<file path="config.mk">
export PLATFORM = sky130hd
export DESIGN_NAME = pscr_top
export DESIGN_NICKNAME = d
export VERILOG_FILES = /design/src/core/pscr_pkg.sv /design/src/core/pscr_sync.sv /design/src/core/pscr_top.sv
export SDC_FILE = /design/constraint.sdc
export NUM_CORES = 1
export LEC_CHECK = 0
export BUFFER_PORTS_ARGS = -buffer_cell sky130_fd_sc_hd__buf_4
export CAP_MARGIN = 20
export CELL_PAD_IN_SITES_DETAIL_PLACEMENT = 1
export CELL_PAD_IN_SITES_GLOBAL_PLACEMENT = 1
export CORE_MARGIN = 8
export CORE_UTILIZATION = 30
export CTS_BUF_LIST = sky130_fd_sc_hd__clkbuf_8
export DETAILED_ROUTE_END_ITERATION = 16
export MAX_ROUTING_LAYER = met4
export PLACE_DENSITY = 0.63
export SETUP_SLACK_MARGIN = 0.02
export SLEW_MARGIN = 5
export SYNTH_ARGS = -nofsm -noshare
export SYNTH_HDL_FRONTEND = slang
export SYNTH_SLANG_ARGS = --single-unit
</file>
<file path="constraint.sdc">
create_clock -name clock -period 3.31 [get_ports clock]
set_input_delay 0.4965 -clock clock [delete_from_list [all_inputs] [get_ports clock]]
set_output_delay 0.4965 -clock clock [all_outputs]
set_load 0.1 [all_outputs]
</file>
<file path="src/core/pscr_pkg.sv">
// Constants, field layouts and carrier types for the PLL serial config bank.
// Assumes a single system clock domain; all input pins except rstn are synchronised first.
`default_nettype none
package pscr_pkg;
  // Register addresses as seen on the serial port.
  localparam logic [12:0] ADDR_CFG  = 13'h0000;
  localparam logic [12:0] ADDR_A    = 13'h0004;
  localparam logic [12:0] ADDR_BH   = 13'h0005;
  localparam logic [12:0] ADDR_BL   = 13'h0006;
  localparam logic [12:0] ADDR_LOSS = 13'h0007;
  localparam logic [12:0] ADDR_PUMP = 13'h0008;
  localparam logic [12:0] ADDR_UPD  = 13'h005A;
  // Configuration register fields.
  localparam int          CFG_LONG  = 4;
  localparam int          CFG_SRST  = 5;
  localparam int          CFG_LSB   = 6;
  localparam int          CFG_BIDIR = 7;
  localparam logic [7:0]  CFG_RESET = 8'h10;
  localparam logic [7:0]  CFG_MASK  = 8'hF0;
  localparam int          UPD_BIT   = 0;
  // Field positions in the PLL registers.
  localparam int          A_W       = 6;
  localparam int          B_W       = 13;
  localparam int          BH_W      = 5;
  localparam int          LOSS_EN   = 2;
  localparam int          LOSS_DLY  = 5;
  localparam int          PUMP_LSB  = 0;
  // Serial framing.
  localparam logic [4:0]  INSTR_LONG  = 5'h10;
  localparam logic [4:0]  INSTR_SHORT = 5'h08;
  localparam logic [2:0]  BYTE_LAST   = 3'h7;
  localparam int          RW_LONG     = 15;
  localparam int          RW_SHORT    = 7;
  localparam int          SADDR_W     = 5;
  // Lock delay base count in phase detector cycles, doubled per code step.
  localparam logic [4:0]  LOSS_BASE   = 5'h03;

  typedef enum logic [1:0] {
    PUMP_TRI    = 2'b00,
    PUMP_UP     = 2'b01,
    PUMP_DOWN   = 2'b10,
    PUMP_NORMAL = 2'b11
  } pscr_pump_mode_t;

  typedef enum logic [1:0] {
    PH_INSTR = 2'b00,
    PH_WRITE = 2'b01,
    PH_READ  = 2'b10
  } pscr_phase_t;

  typedef struct packed {
    logic [A_W-1:0]  a;
    logic [B_W-1:0]  b;
    logic            loss_en;
    logic [1:0]      loss_dly;
    pscr_pump_mode_t pump_mode;
  } pscr_pll_cfg_t;

  localparam pscr_pll_cfg_t PLL_RESET = '{a: 6'h00, b: 13'h0000,
                                          loss_en: 1'b0, loss_dly: 2'h0,
                                          pump_mode: PUMP_TRI};
endpackage
`default_nettype wire

</file>
<file path="src/core/pscr_sync.sv">
// Two-flop synchroniser for a vector of independent levels.
// Assumes each bit changes slowly compared to the clock.
`default_nettype none
module pscr_sync #(
  parameter int W = 1
) (
  input  wire logic         clock,
  input  wire logic         rstn,
  input  wire logic [W-1:0] din,
  output var  logic [W-1:0] dout
);
  logic [W-1:0] meta_q;

  always_ff @(posedge clock or negedge rstn) begin
    if (!rstn) begin
      meta_q <= '0;
      dout   <= '0;
    end else begin
      meta_q <= din;
      dout   <= meta_q;
    end
  end
endmodule
`default_nettype wire

</file>
<file path="src/core/pscr_top.sv">
// Serial control port slave with the config register and PLL setting bank.
// Assumes the serial clock is far slower than clock and is sampled here.
// Behaviour
// - Config register writes apply immediately.
// - Short instruction is 8 bits; default long.
// - Soft reset restores all but config.
// - Bit order bit selects LSB first.
// - Bidirectional mode tristates output, reads on data.
// - A counter is six bits, 04 5:0.
// - B counter split across 05 and 06.
// - 07 bit 2 enables loss detect, off.
// - Lock delay 3, 6, 12, 24 cycles.
`default_nettype none
module pscr_top
  import pscr_pkg::*;
(
  input  wire logic          clock,
  input  wire logic          rstn,
  input  wire logic          sclk,
  input  wire logic          csb_n,
  input  wire logic          sdio_in,
  output var  logic          sdio_out,
  output var  logic          sdio_oe,
  output var  logic          serial_output_pin,
  output var  logic          serial_output_pin_oe,
  input  wire logic          lock_detect,
  input  wire logic          phase_freq_detector_tick,
  input  wire logic          phase_freq_detector_up,
  input  wire logic          phase_freq_detector_down,
  output var  pscr_pll_cfg_t pll_cfg,
  output var  logic          reference_loss_detect_armed,
  output var  logic          charge_pump_up,
  output var  logic          charge_pump_down,
  output var  logic          charge_pump_tristate
);
  logic [6:0]    sync_out;
  logic          s_sclk, s_csb_n, s_din, s_lock, s_tick, s_up, s_dn;
  logic          sclk_d_q, tick_d_q;
  logic [7:0]    cfg_q;
  pscr_phase_t   ph_q;
  logic [4:0]    cnt_q;
  logic [15:0]   sh_q;
  logic [12:0]   addr_q;
  logic [7:0]    tx_q;
  logic          srst_q;
  pscr_pll_cfg_t stg_q, stg_d;
  logic [4:0]    dly_cnt_q;

  pscr_sync #(.W(7)) u_sync (
    .clock (clock),
    .rstn  (rstn),
    .din   ({sclk, csb_n, sdio_in, lock_detect, phase_freq_detector_tick,
             phase_freq_detector_up, phase_freq_detector_down}),
    .dout  (sync_out)
  );
  assign {s_sclk, s_csb_n, s_din, s_lock, s_tick, s_up, s_dn} = sync_out;

  wire         sclk_rise = s_sclk & ~sclk_d_q & ~s_csb_n;
  wire         sclk_fall = ~s_sclk & sclk_d_q & ~s_csb_n;
  wire         long_m    = cfg_q[CFG_LONG];
  wire         lsb_m     = cfg_q[CFG_LSB];
  wire         bidir_m   = cfg_q[CFG_BIDIR];
  wire [15:0]  sh_d      = lsb_m ? {s_din, sh_q[15:1]}
                                 : {sh_q[14:0], s_din};
  wire [4:0]   instr_len = long_m ? INSTR_LONG : INSTR_SHORT;
  wire [4:0]   cnt_inc   = cnt_q + 5'h01;
  wire         in_instr  = (ph_q == PH_INSTR);
  wire         instr_done = sclk_rise & in_instr & (cnt_inc == instr_len);
  wire         byte_done = sclk_rise & ~in_instr & (cnt_q[2:0] == BYTE_LAST);
  // In LSB-first order a short word lands in the upper half of the shifter.
  wire [7:0]   low_byte  = lsb_m ? sh_d[15:8] : sh_d[7:0];
  wire         instr_rd  = long_m ? sh_d[RW_LONG] : low_byte[RW_SHORT];
  wire [12:0]  instr_addr = long_m ? sh_d[12:0]
                                   : {8'h00, low_byte[SADDR_W-1:0]};
  wire         wr_en     = byte_done & (ph_q == PH_WRITE);
  wire [12:0]  addr_inc  = addr_q + 13'h0001;
  wire [12:0]  rd_addr   = instr_done ? instr_addr : addr_inc;
  wire         wr_cfg    = wr_en & (addr_q == ADDR_CFG);
  wire         wr_upd    = wr_en & (addr_q == ADDR_UPD) & low_byte[UPD_BIT];

  // Reads return the staged copy, so software sees what it last wrote.
  wire [7:0]   rd_data =
    (rd_addr == ADDR_CFG) ? cfg_q :
    (rd_addr == ADDR_A)   ? {2'h0, stg_q.a} :
    (rd_addr == ADDR_BH)  ? {3'h0, stg_q.b[B_W-1:8]} :
    (rd_addr == ADDR_BL)  ? stg_q.b[7:0] :
    (rd_addr == ADDR_LOSS) ?
      {1'b0, stg_q.loss_dly, 2'h0, stg_q.loss_en, 2'h0} :
    (rd_addr == ADDR_PUMP) ? {6'h00, stg_q.pump_mode} :
    8'h00;
  wire [2:0]   tx_idx = lsb_m ? cnt_q[2:0] : (BYTE_LAST - cnt_q[2:0]);

  always_comb begin
    stg_d = stg_q;
    if (wr_en) begin
      case (addr_q)
        ADDR_A:   stg_d.a = low_byte[A_W-1:0];
        ADDR_BH:  stg_d.b[B_W-1:8] = low_byte[BH_W-1:0];
        ADDR_BL:  stg_d.b[7:0] = low_byte;
        ADDR_LOSS: begin
          stg_d.loss_en  = low_byte[LOSS_EN];
          stg_d.loss_dly = low_byte[LOSS_DLY+1:LOSS_DLY];
        end
        ADDR_PUMP: begin
          stg_d.pump_mode = pscr_pump_mode_t'(low_byte[PUMP_LSB+1:PUMP_LSB]);
        end
        default:  stg_d = stg_q;
      endcase
    end
  end

  always_ff @(posedge clock or negedge rstn) begin
    if (!rstn) begin
      sclk_d_q <= 1'b0;
      tick_d_q <= 1'b0;
    end else begin
      sclk_d_q <= s_sclk;
      tick_d_q <= s_tick;
    end
  end

  // Serial framing: a deasserted chip select abandons any transfer.
  always_ff @(posedge clock or negedge rstn) begin
    if (!rstn) begin
      ph_q   <= PH_INSTR;
      cnt_q  <= 5'h00;
      sh_q   <= 16'h0000;
      addr_q <= 13'h0000;
      tx_q   <= 8'h00;
    end else if (s_csb_n) begin
      ph_q  <= PH_INSTR;
      cnt_q <= 5'h00;
    end else if (sclk_rise) begin
      sh_q <= sh_d;
      if (instr_done) begin
        ph_q   <= instr_rd ? PH_READ : PH_WRITE;
        cnt_q  <= 5'h00;
        addr_q <= instr_addr;
        tx_q   <= rd_data;
      end else if (byte_done) begin
        cnt_q  <= 5'h00;
        addr_q <= addr_inc;
        tx_q   <= rd_data;
      end else begin
        cnt_q <= cnt_inc;
      end
    end
  end

  // Read data changes on the falling edge so the host samples it on rising.
  always_ff @(posedge clock or negedge rstn) begin
    if (!rstn) begin
      sdio_out             <= 1'b0;
      serial_output_pin    <= 1'b0;
      sdio_oe              <= 1'b0;
      serial_output_pin_oe <= 1'b0;
    end else begin
      if (sclk_fall && ph_q == PH_READ) begin
        sdio_out          <= tx_q[tx_idx];
        serial_output_pin <= tx_q[tx_idx];
      end
      sdio_oe              <= ~s_csb_n & (ph_q == PH_READ) & bidir_m;
      serial_output_pin_oe <= ~s_csb_n & (ph_q == PH_READ) & ~bidir_m;
    end
  end

  // Config register bypasses staging; its reset bit survives only one cycle.
  always_ff @(posedge clock or negedge rstn) begin
    if (!rstn) begin
      cfg_q  <= CFG_RESET;
      srst_q <= 1'b0;
    end else begin
      srst_q <= wr_cfg & low_byte[CFG_SRST];
      if (wr_cfg) begin
        cfg_q <= low_byte & CFG_MASK;
      end else if (srst_q) begin
        cfg_q[CFG_SRST] <= 1'b0;
      end
    end
  end

  always_ff @(posedge clock or negedge rstn) begin
    if (!rstn) begin
      stg_q   <= PLL_RESET;
      pll_cfg <= PLL_RESET;
    end else if (srst_q) begin
      stg_q   <= PLL_RESET;
      pll_cfg <= PLL_RESET;
    end else begin
      stg_q <= stg_d;
      if (wr_upd) begin
        pll_cfg <= stg_q;
      end
    end
  end

  // Monitoring arms only after the chosen count of detector edges in lock.
  wire [4:0] loss_target = LOSS_BASE << pll_cfg.loss_dly;
  wire       loss_run    = s_lock & pll_cfg.loss_en;
  wire       tick_rise   = s_tick & ~tick_d_q;

  always_ff @(posedge clock or negedge rstn) begin
    if (!rstn) begin
      dly_cnt_q                   <= 5'h00;
      reference_loss_detect_armed <= 1'b0;
    end else if (!loss_run) begin
      dly_cnt_q                   <= 5'h00;
      reference_loss_detect_armed <= 1'b0;
    end else begin
      if (tick_rise && dly_cnt_q < loss_target) begin
        dly_cnt_q <= dly_cnt_q + 5'h01;
      end
      reference_loss_detect_armed <= (dly_cnt_q >= loss_target);
    end
  end

  wire [1:0] pump_sel  = pll_cfg.pump_mode;
  wire       pump_norm = (pump_sel == PUMP_NORMAL);
  wire       pump_up_d = (pump_sel == PUMP_UP) | (pump_norm & s_up);
  wire       pump_dn_d = (pump_sel == PUMP_DOWN) | (pump_norm & s_dn);

  always_ff @(posedge clock or negedge rstn) begin
    if (!rstn) begin
      charge_pump_up       <= 1'b0;
      charge_pump_down     <= 1'b0;
      charge_pump_tristate <= 1'b1;
    end else begin
      charge_pump_up       <= pump_up_d;
      charge_pump_down     <= pump_dn_d;
      charge_pump_tristate <= (pump_sel == PUMP_TRI);
    end
  end
endmodule
`default_nettype wire

</file>
==> results.txt <==
Outcome: completed
Critical path, cell by cell: ha_1 > ha_1 > and4b_1 > or4b_4 > and2_1 > mux2i_1 > o22ai_1 > a21o_1 > a32o_1
# DRC: 0
Worst EP arrival: 3.48 ns
PostCTS Resize Cnt: 0
Final Hold Fails: 0
Maximum fanout along the worst path: 10
Full die area: 26300 sq um
Post-DR vias/cell: 5.05
CTS buffer count: 17
IO Port Bufs: 40
CTS Hold Buffers Added: 0
Reg clk slew, reported paths: 0.08 ns
R2r startpoint: cnt_q[1]
Power consumption: 3270 uW
FF-to-FF End: tx_q[0]
Synth top area cells: dfrtp_1 (48%), mux2i_1 (6.6%), nand2_1 (5.8%), a21oi_1 (4.8%), nor2_1 (4.5%)
CP required: 3.63 ns
Slew HR: 41.2%
Clock Skew: 0.0154 ns
Worst skew pair latency: 0.44 ns
Type of the worst setup path: flop to flop
Layout cell share with drive strength beyond 1: 15.0%
DR iter-0 viols: 215
Area delta synth->final: 15.9%
Post-synth top area share: 48.0%
Total track usage: 15.4%
IO Count: 41
Clk buf depth: 2
Worst vdd ir: 233 uV
CORE AREA: 21000 sq um
Setup TNS: 0 ns
Chip width: 162 microns
Synth cell types: 62
Slew @ Worst Pin: 0.883 ns
Worst stage delay on the critical path: 0.49 ns
CTS tree: done
Fin crit share: 95.5%
Worst path slowest cell: or4b_4
CTS sink count: 125
Inserted Diodes: 0
Most common cell in the netlist: dfrtp_1
Worst Path Buf+Inv: 0
Die H: 162 microns
Setup-failing EPs final: 0
Drt first pass iters: 4
Cells after Synth: 680
Most used DFF post-synth: dfrtp_1
Syn_area_per_cell: 9.42 sq um
H-tree depth: 4
Nets@finish: 744
Antenna viol nets, final: 0
Synth Warn #: 0
Seq/Total Area, Yosys: 48.9%
Largest net degree at the start of global routing: 64
Final Slew Violations: 0
HPWL after DPL: 14.1 mm
Crit end category: flop
WL per Instance: 18.8 microns
Synth Net Count: 704
Post-CTS Setup Repair Bufs: 0
WL final: 18.9 mm
CP Launch Type: flop
Power per cell area: 440 nW/um^2
EDFF count, synth: 0
HP Class: primary input to asynchronous set/reset pin
Vias in the first global route: 5577
Initial antenna violation count: 0
Post-synthesis register bit count: 125
Gpl congestion: 0.859
First-pass GRT wire length: 31.2 mm
Post-synth top area cell: dfrtp_1
Initial Utilization: 30.5%
Root Driver: clkbuf_8
Most used cell along the critical path: ha_1
Vias: 5091
Post-Syn Area: 6410 sq um
Rows: 53
Post-synth top cells: dfrtp_1 (123), nand2_1 (99), nor2_1 (76), a21oi_1 (61), mux2i_1 (42)
# Max-Cap Violations: 0
Post-synth ARST share: 100%
Family with the most delay on the worst path: simple AND/OR/NAND/NOR gates
Highest clock rate: 0.316 GHz
Leak: 0.00344 uW
Register-to-register setup slack: 0.15 ns
Depth of the most critical reg-to-reg path: 9
Fin crit period: 3.16 ns
RSZ-0062 raised after global routing: no
Total gr overflow: 0
[layout by cell type (no fill, tap or decap), drive strengths merged, types with 3 or more instances in the layout]
master | Yosys | routed
o21ai | 21 | 21
xnor2 | 13 | 13
nand2 | 99 | 99
o31ai | 4 | 4
nand4 | 10 | 10
o41ai | 3 | 3
mux2 | 10 | 10
a21oi | 61 | 61
and2 | 6 | 6
nor2 | 76 | 76
o21a | 3 | 3
inv | 20 | 24
ha | 15 | 15
o22ai | 3 | 3
clkbuf | 34 | 18
clkinv | 0 | 4
buf | 6 | 61
o22a | 3 | 3
a21o | 7 | 7
nand3b | 3 | 3
and3 | 8 | 8
dfrtp | 123 | 123
nor2b | 9 | 9
xor2 | 10 | 10
clkinvlp | 0 | 5
mux2i | 43 | 43
nand2b | 4 | 4
nor4 | 3 | 3
nand3 | 16 | 16
nor3 | 16 | 16
a31oi | 12 | 12
a21boi | 3 | 3
a22o | 4 | 4
[power by group]
| group | internal (uW) | switching, uW | total (uW) |
|---|---|---|---|
| Combinational | 98.4 | 191 | 289 |
| Clock | 626 | 696 | 1320 |
| Sequential | 1590 | 69.4 | 1660 |
[routing by layer]
metal	routed length [microns]	vias up	global-route usage, %
li1	-	2443	-
met1	9110	2559	20.1
met2	8980	71	23.9
met3	512	18	2.66
met4	308	0	4.76
met5	0	-	-
[cell type report]
type / count / area [sq um]
Fill cell: 2367 / 13600
Clock buffer: 18 / 248
Clock inverter: 14 / 136
Multi-Input combinational cell: 495 / 3030
Tap cell: 275 / 344
Timing Repair Buffer: 61 / 458
Inverter: 20 / 75.1
Sequential cell: 125 / 3130
[worst max-delay path by stage]
stage | depth (start not counted) | endpoint | slack, ns | start
after floorplan | 12 | dly_cnt_q[3] | 0.35 | pll_cfg[3]
after global placement | 9 | tx_q[1] | 0.32 | cnt_q[1]
after detailed placement | 9 | tx_q[0] | 0.20 | cnt_q[1]
after CTS | 9 | tx_q[0] | 0.16 | cnt_q[1]
after global routing | 9 | tx_q[1] | 0.03 | cnt_q[1]
final | 9 | tx_q[0] | 0.15 | cnt_q[1]
[cells by family after synthesis]
kind of cell / after synthesis / share of synthesized area (%)
and+or+nand+nor: 262 / 18.8
AOI/OAI and AO/OA: 142 / 13.8
DFF: 125 / 48.9
buffers and inverters: 60 / 3.89
muxes: 53 / 8.59
xor gates and xnor gates: 23 / 3.14
adders and majority gates: 15 / 2.93
[through the flow]
| step | cell area (sq um) | hold slack [ns] | util (%) | setup slack (ns) | std cells |
|---|---|---|---|---|---|
| 2_1_floorplan | 6410 | 0.201 | - | 0.352 | 680 |
| 3_3_place_gp | 7040 | 0.333 | 33.5 | 0.315 | 976 |
| 3_5_place_dp | 7040 | 0.341 | 33.5 | 0.196 | 976 |
| 4_1_cts | 7420 | 0.129 | 35.3 | 0.155 | 1008 |
| 5_1_grt | 7420 | 0.119 | 35.3 | 0.0272 | 1008 |
| 6_report | 7420 | 0.125 | 35.3 | 0.149 | 1008 |
[flip-flops by register name, indices dropped and copies added (netlist names), 2 cells and up]
register,flops
u_sync.meta_q,7
dly_cnt_q,5
cfg_q,4
pump_sel,2
addr_q,13
ph_q,2
stg_q,24
tx_q,8
u_sync.dout,7
cnt_q,5
sh_q,16
pll_cfg,22
[worst reg2reg max path, delay by kind of cell, from the launching register on]
family / cells / cell delay (ns)
and+or+nand+nor: 3 / 1.09
muxes: 1 / 0.35
DFF: 1 / 0.48
AOI/OAI and AO/OA: 3 / 0.57
adders and majority gates: 2 / 0.57
(Power assumes the default switching activity.)
